### config.mk
export PLATFORM = sky130hd
export DESIGN_NAME = audio_clock_gen_cleaner
export DESIGN_NICKNAME = d
export VERILOG_FILES = /design/src/shared/audio_clock_pkg.sv /design/src/hdl/audio_clock_gen_cleaner.sv
export VERILOG_INCLUDE_DIRS = /design/src /design/src/shared
export SDC_FILE = /design/constraint.sdc
export NUM_CORES = 1
export LEC_CHECK = 0
export BUFFER_PORTS_ARGS = -buffer_cell sky130_fd_sc_hd__buf_2
export CORE_ASPECT_RATIO = 0.5
export CORE_UTILIZATION = 30
export DETAILED_ROUTE_END_ITERATION = 7
export GPL_ROUTABILITY_DRIVEN = 0
export PLACE_DENSITY = 0.52
export SETUP_SLACK_MARGIN = 0.3
export SLEW_MARGIN = 15
export SYNTH_ARGS = -nofsm -noshare
export SYNTH_HDL_FRONTEND = slang
export SYNTH_SLANG_ARGS = --single-unit
### constraint.sdc
create_clock -name sys_clk -period 12.4 [get_ports sys_clk]
set_clock_uncertainty 0.1 [all_clocks]
set_input_delay 1.86 -clock sys_clk [delete_from_list [all_inputs] [get_ports sys_clk]]
set_output_delay 1.86 -clock sys_clk [all_outputs]
set_load 0.03 [all_outputs]
### src/shared/audio_clock_params.svh
`ifndef AUDIO_CLOCK_PARAMS_SVH
`define AUDIO_CLOCK_PARAMS_SVH

// ------------------------------------------------------------
// register indices (byte address is four times the index)
// ------------------------------------------------------------
`define IDX_CLOCK_CONTROL 6'h30
`define IDX_CTS_BYTE0 6'h31
`define IDX_CTS_BYTE1 6'h32
`define IDX_CTS_BYTE2 6'h33
`define IDX_N_BYTE0 6'h34
`define IDX_N_BYTE1 6'h35
`define IDX_N_TOP_FILTER 6'h36
`define IDX_FIFO_STATUS 6'h37

// ------------------------------------------------------------
// field positions
// ------------------------------------------------------------
`define BIT_FRAME_SELECT 7
`define FLD_MCLK_RATIO_HI 6
`define FLD_MCLK_RATIO_LO 5
`define FLD_REF_DIV_HI 4
`define FLD_REF_DIV_LO 3
`define FLD_CLEAN_HI 2
`define FLD_CLEAN_LO 1
`define BIT_CLOCK_MASTER 0
`define FLD_FILTER_HI 7
`define FLD_FILTER_LO 4
`define FLD_N_TOP_HI 3
`define FLD_N_TOP_LO 0
`define FLD_IN_FILL_HI 5
`define FLD_IN_FILL_LO 3
`define FLD_OUT_FILL_HI 2
`define FLD_OUT_FILL_LO 0

// ------------------------------------------------------------
// reset values and counts
// ------------------------------------------------------------
`define RESET_BYTE 8'h00
`define HALF_FRAME_LAST_64 5'h1f
`define HALF_FRAME_LAST_32 5'h0f
`define MCLK_LAST_X4 3'h3
`define MCLK_LAST_X2 3'h1
`define MCLK_LAST_X1 3'h0
`define MCLK_LAST_X8 3'h7
`define DIV_MASK_8 3'h7
`define DIV_MASK_4 3'h3
`define DIV_MASK_2 3'h1
`define FILL_FULL 3'h7

`endif

### src/shared/audio_clock_pkg.sv
package audio_clock_pkg;

    typedef enum logic [1:0] {
        REF_VCO_DIV8 = 2'h0,
        REF_VCO_DIV4 = 2'h1,
        REF_VCO_DIV2 = 2'h2,
        REF_AON = 2'h3
    } ref_source_type;

    typedef enum logic [1:0] {
        CLEAN_OFF = 2'h0,
        CLEAN_RATIO1 = 2'h1,
        CLEAN_RATIO2 = 2'h2,
        CLEAN_RATIO4 = 2'h3
    } clean_mode_type;

    typedef enum logic [1:0] {
        MCLK_X4 = 2'h0,
        MCLK_X2 = 2'h1,
        MCLK_X1 = 2'h2,
        MCLK_X8 = 2'h3
    } mclk_ratio_type;

endpackage : audio_clock_pkg

### src/hdl/audio_clock_gen_cleaner.sv
// Register access over APB was chosen for this implementation.
`timescale 1ns/1ps
`include "audio_clock_params.svh"
// Contract
// - frame select bit: 0 gives 64 bit clocks per frame, 1 gives 32
// - master clock to bit clock ratio: 00=4, 01=2, 10=1, 11=8
// - nonzero clean mode cleans the source clock; ratio 1, 2 or 4
// - master bit drives bit clock and word select and enables generation
// - 24-bit cts in three bytes; nonzero cts regenerates audio clock
// - 20-bit n in two bytes plus low nibble, used with cts
// - upper nibble sets loop filter shift, feedback divided by 2^shift
// - status reports input and output fifo fill in 3-bit fields
module audio_clock_gen_cleaner
    import audio_clock_pkg::*;
#(
    parameter int EST_W = 16
) (
    // clock and reset
    input wire logic sys_clk,
    input wire logic srst,
    // apb slave
    input wire logic psel,
    input wire logic penable,
    input wire logic pwrite,
    input wire logic [7:0] paddr,
    input wire logic [31:0] pwdata,
    output logic [31:0] prdata,
    output logic pready,
    output logic pslverr,
    // clock sources
    input wire logic link_pll_vco_clock,
    input wire logic always_on_oscillator,
    // audio port pins
    input wire logic bit_clock_in,
    output logic bit_clock_out,
    output logic bit_clock_oe,
    input wire logic word_select_pin_in,
    output logic word_select_pin_out,
    output logic word_select_pin_oe,
    output logic master_clock_out
);

    // --------------------------------------------------------
    // functions
    // --------------------------------------------------------
    function automatic logic is_reg(input logic [7:0] addr,
                                    input logic [5:0] idx);
        is_reg = (addr[1:0] == 2'h0) && (addr[7:2] == idx);
    endfunction : is_reg

    function automatic logic [2:0] mclk_last_of(input mclk_ratio_type r);
        case (r)
            MCLK_X4: mclk_last_of = `MCLK_LAST_X4;
            MCLK_X2: mclk_last_of = `MCLK_LAST_X2;
            MCLK_X1: mclk_last_of = `MCLK_LAST_X1;
            default: mclk_last_of = `MCLK_LAST_X8;
        endcase
    endfunction : mclk_last_of

    function automatic logic [2:0] div_mask_of(input ref_source_type s);
        case (s)
            REF_VCO_DIV8: div_mask_of = `DIV_MASK_8;
            REF_VCO_DIV4: div_mask_of = `DIV_MASK_4;
            default: div_mask_of = `DIV_MASK_2;
        endcase
    endfunction : div_mask_of

    // --------------------------------------------------------
    // registers and apb decode
    // --------------------------------------------------------
    logic [7:0] audio_clock_control;
    logic [23:0] regen_cts;
    logic [19:0] regen_n;
    logic [3:0] loop_filter_shift;
    logic [2:0] cleaner_input_fill;
    logic [2:0] cleaner_output_fill;

    wire setup = psel && !penable;
    wire access = psel && penable && pready;
    wire mapped = paddr[1:0] == 2'h0
        && paddr[7:2] >= `IDX_CLOCK_CONTROL
        && paddr[7:2] <= `IDX_FIFO_STATUS;
    wire write_now = access && pwrite && mapped;
    wire [7:0] status_byte = {2'h0, cleaner_input_fill,
        cleaner_output_fill};
    wire [7:0] read_byte =
        is_reg(paddr, `IDX_CLOCK_CONTROL) ? audio_clock_control :
        is_reg(paddr, `IDX_CTS_BYTE0) ? regen_cts[7:0] :
        is_reg(paddr, `IDX_CTS_BYTE1) ? regen_cts[15:8] :
        is_reg(paddr, `IDX_CTS_BYTE2) ? regen_cts[23:16] :
        is_reg(paddr, `IDX_N_BYTE0) ? regen_n[7:0] :
        is_reg(paddr, `IDX_N_BYTE1) ? regen_n[15:8] :
        is_reg(paddr, `IDX_N_TOP_FILTER) ?
            {loop_filter_shift, regen_n[19:16]} :
        is_reg(paddr, `IDX_FIFO_STATUS) ? status_byte : `RESET_BYTE;

    // answer one cycle after setup: pready rises in the first access cycle
    always_ff @(posedge sys_clk) begin
        if (srst) begin
            pready <= 1'b0;
            pslverr <= 1'b0;
            prdata <= 32'h0;
        end else begin
            pready <= setup;
            pslverr <= setup && !mapped;
            prdata <= (setup && !pwrite) ? {24'h0, read_byte} : 32'h0;
        end
    end

    always_ff @(posedge sys_clk) begin
        if (srst) begin
            audio_clock_control <= `RESET_BYTE;
            regen_cts <= 24'h0;
            regen_n <= 20'h0;
            loop_filter_shift <= 4'h0;
        end else if (write_now) begin
            case (paddr[7:2])
                `IDX_CLOCK_CONTROL: audio_clock_control <= pwdata[7:0];
                `IDX_CTS_BYTE0: regen_cts[7:0] <= pwdata[7:0];
                `IDX_CTS_BYTE1: regen_cts[15:8] <= pwdata[7:0];
                `IDX_CTS_BYTE2: regen_cts[23:16] <= pwdata[7:0];
                `IDX_N_BYTE0: regen_n[7:0] <= pwdata[7:0];
                `IDX_N_BYTE1: regen_n[15:8] <= pwdata[7:0];
                `IDX_N_TOP_FILTER: begin
                    regen_n[19:16] <= pwdata[`FLD_N_TOP_HI:`FLD_N_TOP_LO];
                    loop_filter_shift <=
                        pwdata[`FLD_FILTER_HI:`FLD_FILTER_LO];
                end
                default: ;
            endcase
        end
    end

    wire clock_master = audio_clock_control[`BIT_CLOCK_MASTER];
    wire frame_select = audio_clock_control[`BIT_FRAME_SELECT];
    wire ref_source_type ref_sel = ref_source_type'(
        audio_clock_control[`FLD_REF_DIV_HI:`FLD_REF_DIV_LO]);
    wire clean_mode_type clean_mode = clean_mode_type'(
        audio_clock_control[`FLD_CLEAN_HI:`FLD_CLEAN_LO]);
    wire mclk_ratio_type mclk_ratio = mclk_ratio_type'(
        audio_clock_control[`FLD_MCLK_RATIO_HI:`FLD_MCLK_RATIO_LO]);

    // --------------------------------------------------------
    // pin synchronisers
    // --------------------------------------------------------
    // sampling at sys_clk only tracks sources well below half its rate
    logic [1:0] vco_sync, aon_sync, bclk_sync, wsel_sync;
    logic vco_last, aon_last, bclk_last;

    always_ff @(posedge sys_clk) begin
        if (srst) begin
            vco_sync <= 2'h0;
            aon_sync <= 2'h0;
            bclk_sync <= 2'h0;
            wsel_sync <= 2'h0;
            vco_last <= 1'b0;
            aon_last <= 1'b0;
            bclk_last <= 1'b0;
        end else begin
            vco_sync <= {vco_sync[0], link_pll_vco_clock};
            aon_sync <= {aon_sync[0], always_on_oscillator};
            bclk_sync <= {bclk_sync[0], bit_clock_in};
            wsel_sync <= {wsel_sync[0], word_select_pin_in};
            vco_last <= vco_sync[1];
            aon_last <= aon_sync[1];
            bclk_last <= bclk_sync[1];
        end
    end

    wire vco_rise = vco_sync[1] && !vco_last;
    wire aon_rise = aon_sync[1] && !aon_last;
    wire bclk_rise = bclk_sync[1] && !bclk_last;

    // --------------------------------------------------------
    // reference divider and n/cts regeneration
    // --------------------------------------------------------
    logic [2:0] div_count;
    logic [24:0] regen_acc;

    wire [2:0] div_mask = div_mask_of(ref_sel);
    wire div_wrap = vco_rise && ((div_count & div_mask) == div_mask);
    wire ref_tick = (ref_sel == REF_AON) ? aon_rise : div_wrap;

    // n larger than cts cannot be followed: one audio tick per reference
    wire regen_on = regen_cts != 24'h0;
    wire [24:0] regen_sum = regen_acc + {5'h0, regen_n};
    wire regen_wrap = regen_sum >= {1'b0, regen_cts};
    wire regen_tick = regen_on && ref_tick && regen_wrap;
    wire [24:0] next_acc = regen_wrap ? regen_sum - {1'b0, regen_cts}
        : regen_sum;

    always_ff @(posedge sys_clk) begin
        if (srst) begin
            div_count <= 3'h0;
        end else if (vco_rise) begin
            div_count <= div_count + 3'h1;
        end
    end

    always_ff @(posedge sys_clk) begin
        if (srst || !regen_on) begin
            regen_acc <= 25'h0;
        end else if (ref_tick) begin
            regen_acc <= next_acc;
        end
    end

    wire src_tick = clock_master ? (regen_on ? regen_tick : ref_tick)
        : bclk_rise;

    // --------------------------------------------------------
    // clock cleaner
    // --------------------------------------------------------
    logic [EST_W-1:0] gap_count, period_est, pace_count;
    logic [1:0] sub_count;

    wire clean_on = clean_mode != CLEAN_OFF;
    wire signed [EST_W:0] est_error = $signed({1'b0, gap_count})
        - $signed({1'b0, period_est});
    wire signed [EST_W:0] est_step = est_error >>> loop_filter_shift;
    wire [EST_W-1:0] next_est = period_est + est_step[EST_W-1:0];
    wire [1:0] ratio_log = clean_mode - 2'h1;
    wire [EST_W-1:0] out_step = period_est >> ratio_log;
    wire [1:0] sub_limit = 2'((3'h1 << ratio_log) - 3'h1);
    wire in_empty = cleaner_input_fill == 3'h0;
    wire out_full = cleaner_output_fill == `FILL_FULL;
    wire clean_tick = clean_on && !in_empty && !out_full
        && pace_count >= out_step;
    wire in_pop = clean_tick && sub_count == sub_limit;
    wire in_push = clean_on && src_tick
        && cleaner_input_fill != `FILL_FULL;
    wire out_pop = cleaner_output_fill != 3'h0;
    wire gen_tick = clean_on ? out_pop : src_tick;

    // filtered period, step shifted by filter
    always_ff @(posedge sys_clk) begin
        if (srst || !clean_on) begin
            gap_count <= '0;
            period_est <= '0;
        end else if (src_tick) begin
            gap_count <= '0;
            period_est <= next_est;
        end else if (gap_count != '1) begin
            gap_count <= gap_count + {{(EST_W-1){1'b0}}, 1'b1};
        end
    end

    always_ff @(posedge sys_clk) begin
        if (srst || !clean_on) begin
            pace_count <= '0;
            sub_count <= 2'h0;
            cleaner_input_fill <= 3'h0;
            cleaner_output_fill <= 3'h0;
        end else begin
            pace_count <= clean_tick ? '0
                : pace_count + {{(EST_W-1){1'b0}}, pace_count != '1};
            if (clean_tick) begin
                sub_count <= in_pop ? 2'h0 : sub_count + 2'h1;
            end
            cleaner_input_fill <= cleaner_input_fill
                + {2'h0, in_push} - {2'h0, in_pop};
            cleaner_output_fill <= cleaner_output_fill
                + {2'h0, clean_tick} - {2'h0, out_pop};
        end
    end

    // --------------------------------------------------------
    // port clock generation
    // --------------------------------------------------------
    logic [2:0] mclk_count;
    logic [4:0] bit_count;

    wire [2:0] mclk_last = mclk_last_of(mclk_ratio);
    wire bclk_edge = gen_tick && mclk_count == mclk_last;
    wire bclk_fall = bclk_edge && bit_clock_out;
    wire [4:0] half_last = frame_select ? `HALF_FRAME_LAST_32
        : `HALF_FRAME_LAST_64;
    wire word_edge = bclk_fall && bit_count == half_last;

    // bit clock from master clock ticks
    always_ff @(posedge sys_clk) begin
        if (srst || !clock_master) begin
            master_clock_out <= 1'b0;
            bit_clock_out <= 1'b0;
            mclk_count <= 3'h0;
            bit_count <= 5'h0;
        end else if (gen_tick) begin
            master_clock_out <= !master_clock_out;
            mclk_count <= bclk_edge ? 3'h0 : mclk_count + 3'h1;
            bit_clock_out <= bclk_edge ? !bit_clock_out : bit_clock_out;
            if (bclk_fall) begin
                bit_count <= word_edge ? 5'h0 : bit_count + 5'h1;
            end
        end
    end

    always_ff @(posedge sys_clk) begin
        if (srst) begin
            word_select_pin_out <= 1'b0;
            bit_clock_oe <= 1'b0;
            word_select_pin_oe <= 1'b0;
        end else begin
            bit_clock_oe <= clock_master;
            word_select_pin_oe <= clock_master;
            if (!clock_master) begin
                word_select_pin_out <= wsel_sync[1];
            end else if (word_edge) begin
                word_select_pin_out <= !word_select_pin_out;
            end
        end
    end
endmodule : audio_clock_gen_cleaner

==> impl_metrics.json, run 1 <==
{
  "status": "completed",
  "grt_pass1_vias": 10411,
  "nets": 1745,
  "synthMuxAreaShare": 0.1211,
  "drtIter0Drc": 681,
  "crit_type": "register to register",
  "synth_top_family_by_area": "compound AO/OA/AOI/OAI gates",
  "fin_crit_ns": 6.612,
  "hold_depth": 1,
  "max_clock_freq_mhz": 151.2,
  "cts-resized-gates": 0,
  "clk_pin_slew_ns": 0.08,
  "die-area_sq_mm": 0.04450,
  "yosysSeqAreaShare": 0.2647,
  "synth-compound-area-share": 0.2008,
  "finalHoldViolCount": 0,
  "setup_ws_ns": 5.788,
  "wirelength_microns": 36260,
  "post-route-period-util": 0.5332,
  "diodes": 0,
  "synth-simple-area-share": 0.1796,
  "syn_area_sq_mm": 0.01308,
  "ys_types": 81,
  "p_leak_uw": 0.005721,
  "wl_per_cell_microns": 16.67,
  "ios": 88,
  "port_buffers": 39,
  "min_to": "wsel_sync[1]",
  "antenna_found_initial": 2,
  "slew_violations": 0,
  "setup_viol": 0,
  "syn_to_final_growth_pct": 9.573,
  "pwr_density_cell_mw_per_mm2": 80.20,
  "crit_path_end_kind": "register",
  "yosys.area.top_type_share": 0.2647,
  "worstPathRequired_ns": 12.64,
  "final_cells": 2175,
  "htree_levels": 4,
  "r2r-start": "regen_n[0]",
  "vias": 11117,
  "clk_latency_ns": 0.46,
  "ys.warnings.count": 0,
  "die_h_microns": 149.7,
  "path_max_fanout": 16,
  "dpl_worst_slack_ns": 5.774,
  "drtAntennaViolNets": 0,
  "worstReg2RegEnd": "cleaner_input_fill[2]",
  "async_flop_share": 0,
  "drv_cap": 0,
  "grt_max_degree": 56,
  "rsz0062_at_grt": "no",
  "slowest_delay_ns": 0.60,
  "core_sq_mm": 0.04251,
  "synth.largest_area_cell": "dfxtp_1",
  "placed_cells": 2143,
  "grtUsageTotal": 0.1655,
  "vias_per_cell": 5.111,
  "ctsHoldBuffers": 0,
  "cts_root_buf": "clkbuf_16",
  "num_rows": 53,
  "crit_path_start_kind": "register",
  "die_x_microns": 297.3,
  "worst_pin_slew_ns": 1.103,
  "relSlewSlack": 0.2617,
  "synth_flop_cell": "dfxtp_1",
  "overflow": 0,
  "start_util": 0.3078,
  "synthXorXnorAreaFrac": 0.06226,
  "clk_path_buf_depth": 2,
  "r2r_cells": 26,
  "hp-class": "register to register",
  "critPathSlowestCell": "a211oi_1",
  "fillers": 4482,
  "dp_hpwl_microns": 27420,
  "drcViolationCount": 0,
  "multi_input_area_sq_mm": 0.008905,
  "synth_edf_count": 0,
  "cpMostUsedCell": "ha_1",
  "cts.sinks": 173,
  "dr.pass1.iters": 5,
  "rrSetupSlack_ns": 5.79,
  "postSynthAreaPerCell_sq_um": 8.306,
  "fin_setup_tns_ns": 0,
  "yosys-top-cells-area": "dfxtp_1 (26%), ha_1 (10%), mux2i_1 (7.1%), nor2_1 (5.3%), mux4_2 (4.3%)",
  "grt_pass1_wl_microns": 58170,
  "seq_area_sq_mm": 0.003463,
  "cts_tree": "built",
  "hp-start": "wsel_sync[0]",
  "synthAdderAreaFrac": 0.1096,
  "final_layout_size_suffix_gt1_frac": 0.09136,
  "syn_inst": 1575,
  "numCtsBuffers": 17,
  "peakVddDrop_v": 0.0001026,
  "ys_ff_latch": 173,
  "cp.arrival_ns": 6.85,
  "cts_setup_buffers": 0,
  "final_core_util": 0.3372
}
[report_power, final]
| part | internal [uW] | switching, uW |
|---|---|---|
| registers | 557 | 0.907 |
| logic | 7.92 | 27.8 |
| clock network | 290 | 266 |
[cells by family after synthesis]
kind of cell / count (synthesis)
buffers and inverters: 184
muxes: 126
adders and majority gates: 111
xor gates and xnor gates: 93
AOI/OAI and AO/OA: 389
and+or+nand+nor: 498
other: 1
DFF: 173
[how the worst max path moves through the flow]
stage               startpoint                    end  slack [ns]  cells past startpoint
floorplan           regen_n[0]  cleaner_input_fill[2]        6.81                     28
global placement    regen_n[0]  cleaner_input_fill[2]        5.82                     26
detailed placement  regen_n[0]  cleaner_input_fill[2]        5.77                     26
CTS                 regen_n[0]  cleaner_input_fill[2]        5.77                     26
global route        regen_n[0]  cleaner_input_fill[2]        5.39                     26
finish              regen_n[0]  cleaner_input_fill[2]        5.79                     26
[per-stage QoR]
stage | power, uW | hold slack, ns | area [sq um]
after global placement | 606.8 | 0.3169 | 13750
after floorplan | 600.2 | 0.3138 | 13170
final | 1150 | 0.3285 | 14340
after global routing | 1191 | 0.3548 | 14340
after detailed placement | 606.8 | 0.3254 | 13750
after CTS | 1164 | 0.3371 | 14340
[synthesized netlist by cell type, drive strengths merged (14+ instances only)]
cell / instances
nor2: 185
dfxtp: 173
nand2: 114
a21oi: 108
ha: 105
inv: 102
mux2i: 93
o21ai: 76
xnor2: 58
nand3: 56
clkbuf: 41
buf: 40
xor2: 35
a21o: 30
mux4: 25
a211oi: 23
nor2b: 23
nor3: 21
nand4: 19
o211ai: 18
a31oi: 17
o21a: 16
nand2b: 14
[area by class of cell]
type	instances	share of cell area
Inverter	103	0.02697
Clock inverter	14	0.01039
Sequential cell	173	0.2416
Tap cell	577	0.05036
Clock buffer	18	0.03064
Timing Repair Buffer	49	0.01885
Multi-Input combinational cell	1241	0.6212
[flip-flops by register name (all words and copies together) (netlist names), 8 cells and up]
register and count:
audio_clock_control 8, regen_n 20, gap_count 16, regen_acc 25, prdata 8, pace_count 16
regen_cts 24, period_est 16
[worst max-delay path: cells and delay by family (launching register included)]
kind	cells	cell delay [ns]
flops	1	0.40
xor+xnor	2	0.30
simple gates	4	0.86
fa+ha+maj	6	1.78
compound gates	10	2.66
buf+inv	4	0.36
[layer usage]
| metal | vias to the layer above | GRT usage | wire length, microns |
|---|---|---|---|
| li1 | 5665 | - | - |
| met4 | 2 | 0.03711 | 510 |
| met1 | 5265 | 0.2287 | 18280 |
| met5 | - | 0 | 13 |
| met3 | 30 | 0.03179 | 1302 |
| met2 | 155 | 0.2662 | 16160 |
[placed cells by master, fill, tap and decap left out, types with 10 or more instances in the layout]
cell type  instances
nand4_1           19
nor2b_1           23
a31oi_1           16
nor3_1            18
mux4_2            25
inv_1            100
buf_2             39
clkbuf_16         17
nand2b_1          14
xnor2_1           58
o21ai_0           73
o21a_1            16
xor2_1            35
a22oi_1           10
mux2i_1           93
a21oi_1          105
a311oi_1          10
or3_1             12
and3_1            13
ha_1             105
nand2_1          113
o211ai_1          17
nor2_1           185
buf_4             10
conb_1            24
nand3_1           55
a211oi_1          19
a21o_1            30
dfxtp_1          173
Note: power is estimated with default switching activity, not from simulation.
==> run 2, diff against run 1 <==
--- a/config.mk
+++ b/config.mk
@@ -11,7 +11,7 @@
 export CORE_UTILIZATION = 30
 export DETAILED_ROUTE_END_ITERATION = 7
 export GPL_ROUTABILITY_DRIVEN = 0
-export PLACE_DENSITY = 0.52
+export PLACE_DENSITY = 0.54
 export SETUP_SLACK_MARGIN = 0.3
 export SLEW_MARGIN = 15
 export SYNTH_ARGS = -nofsm -noshare
==> constraint.sdc (replaced) <==
create_clock -name sys_clk -period 5.99 [get_ports sys_clk]
set_clock_uncertainty 0.1 [all_clocks]
set_input_delay 0.8985 -clock sys_clk [delete_from_list [all_inputs] [get_ports sys_clk]]
set_output_delay 0.8985 -clock sys_clk [all_outputs]
set_load 0.03 [all_outputs]
==> impl_metrics.json, run 2 (same netlist as run 1, synthesis figures left out) <==
{
  "slew_violations": 0,
  "cts.sinks": 173,
  "hp-class": "register to register",
  "cts_root_buf": "clkbuf_16",
  "met1_length_microns": 17830,
  "num_rows": 53,
  "ctsHoldBuffers": 0,
  "die-area_sq_mm": 0.04450,
  "wl_met2_microns": 17200,
  "nets": 1802,
  "slowest_delay_ns": 0.39,
  "p_leak_uw": 0.006037,
  "rsz0062_at_grt": "yes",
  "final_core_util": 0.3533,
  "layout_commonest_cell": "nor2_1",
  "drv_cap": 0,
  "top_layer": "met4",
  "min_to": "bclk_sync[1]",
  "dp_hpwl_microns": 28100,
  "antenna_found_initial": 0,
  "start_util": 0.3078,
  "grt_max_degree": 51,
  "crit_path_end_kind": "register",
  "grt_pass1_vias": 10767,
  "finalHoldViolCount": 0,
  "vias": 11442,
  "fin_setup_tns_ns": 0,
  "clk_latency_ns": 0.46,
  "peakVddDrop_v": 0.0001533,
  "worst-path-buf-inv": 3,
  "port_buffers": 39,
  "cp.arrival_ns": 5.69,
  "p_sw_uw": 617.9,
  "status": "completed",
  "drtIter0Drc": 718,
  "setup_viol": 0,
  "path_max_fanout": 3,
  "crit_type": "register to register",
  "dr_wl_met3_microns": 1529,
  "numCtsBuffers": 17,
  "ios": 88,
  "pwr_density_cell_mw_per_mm2": 155.8,
  "die_h_microns": 149.7,
  "fin_crit_ns": 5.455,
  "overflow": 0,
  "clk_path_buf_depth": 2,
  "seq_power_share": 0.493,
  "hp-start": "bclk_sync[0]",
  "grt_pass1_wl_microns": 58740,
  "htree_levels": 4,
  "cts_tree": "built",
  "worst_pin_slew_ns": 0.9704,
  "crit_path_start_kind": "register",
  "dr.pass1.iters": 7,
  "worstReg2RegEnd": "cleaner_input_fill[2]",
  "relSlewSlack": 0.3495,
  "final_layout_size_suffix_gt1_frac": 0.1548,
  "critPathTopFamily": "compound AO/OA/AOI/OAI gates",
  "die_x_microns": 297.3,
  "worstPathRequired_ns": 6.23,
  "wirelength_microns": 36990,
  "reg_top3": "regen_acc x25, regen_cts x24, regen_n x20",
  "combPwrFrac": 0.032,
  "final_cell_mix": "nor2_1 (184), dfxtp_1 (164), nand2_1 (112)",
  "grtUsageTotal": 0.1665,
  "post-route-period-util": 0.9107,
  "syn_to_final_growth_pct": 14.79,
  "vias_per_cell": 5.129,
  "core_sq_mm": 0.04251,
  "critPathSlowestCell": "a221o_1",
  "p_int_uw": 1722,
  "drcViolationCount": 0,
  "r2r-start": "regen_n[1]",
  "max_clock_freq_mhz": 183.3,
  "hold_depth": 1,
  "r2r_cells": 25,
  "rrSetupSlack_ns": 0.53,
  "diodes": 0,
  "wl_per_cell_microns": 16.58,
  "hold_ws_ns": 0.3472,
  "drtAntennaViolNets": 0,
  "swShare": 0.2640,
  "pwr-share-clk": 0.475,
  "largest_reg_flops": 25,
  "total_power_uw": 2340,
  "top_register": "regen_acc",
  "clk_pin_slew_ns": 0.07
}
## run 2: area by class of cell
type                            count  area [sq um]
Clock inverter                     14         143.9
Timing Repair Buffer              106         701.9
Sequential cell                   173          3475
Clock buffer                       17         425.4
Tap cell                          577         721.9
Inverter                          103         386.6
Multi-Input combinational cell   1241          9163
Fill cell                        4411         27490
## run 2: stage by stage
step                area, sq um  std cells  setup WS [ns]
floorplan                 13170       1598         0.4039
global placement          14030       2181        0.08662
detailed placement        14030       2181        0.06829
CTS                       14670       2215         0.2943
global route              15020       2231         0.1820
finish                    15020       2231         0.5348
## run 2: how the worst max path moves through the flow
stage	start	endpoint	slack (ns)	cells after the start
detailed placement	regen_n[0]	cleaner_input_fill[2]	0.07	27
finish	regen_n[1]	cleaner_input_fill[2]	0.53	25
global placement	regen_n[0]	cleaner_input_fill[2]	0.09	27
global route	gap_count[0]	period_est[14]	0.18	24
floorplan	regen_n[0]	cleaner_input_fill[2]	0.40	28
CTS	regen_n[4]	cleaner_input_fill[2]	0.29	24
## run 2: power by group through the flow
| stage | logic (uW) | registers [uW] | clock network (uW) |
|---|---|---|---|
| 3_5_place_dp | 73.8 | 1180 | 0 |
| 3_3_place_gp | 73.7 | 1180 | 0 |
| 2_1_floorplan | 59.3 | 1180 | 0 |
| 6_report | 74.1 | 1150 | 1110 |
| 4_1_cts | 73.9 | 1150 | 1140 |
| 5_1_grt | 79.2 | 1160 | 1190 |
## run 2: what timing repair did
item                       in CTS  in global routing
gates resized for setup        13                 56
cloned                          0                  0
setup endpoints to repair       4                  8
pin swaps                       6                 47
setup buffers                   3                 16
## run 2: per-layer routing
metal  up-vias  GRT usage
met1      5436     0.2211
met4         0    0.03582
met3        27    0.02947
met2       224     0.2822
met5         -          0
li1       5755          -
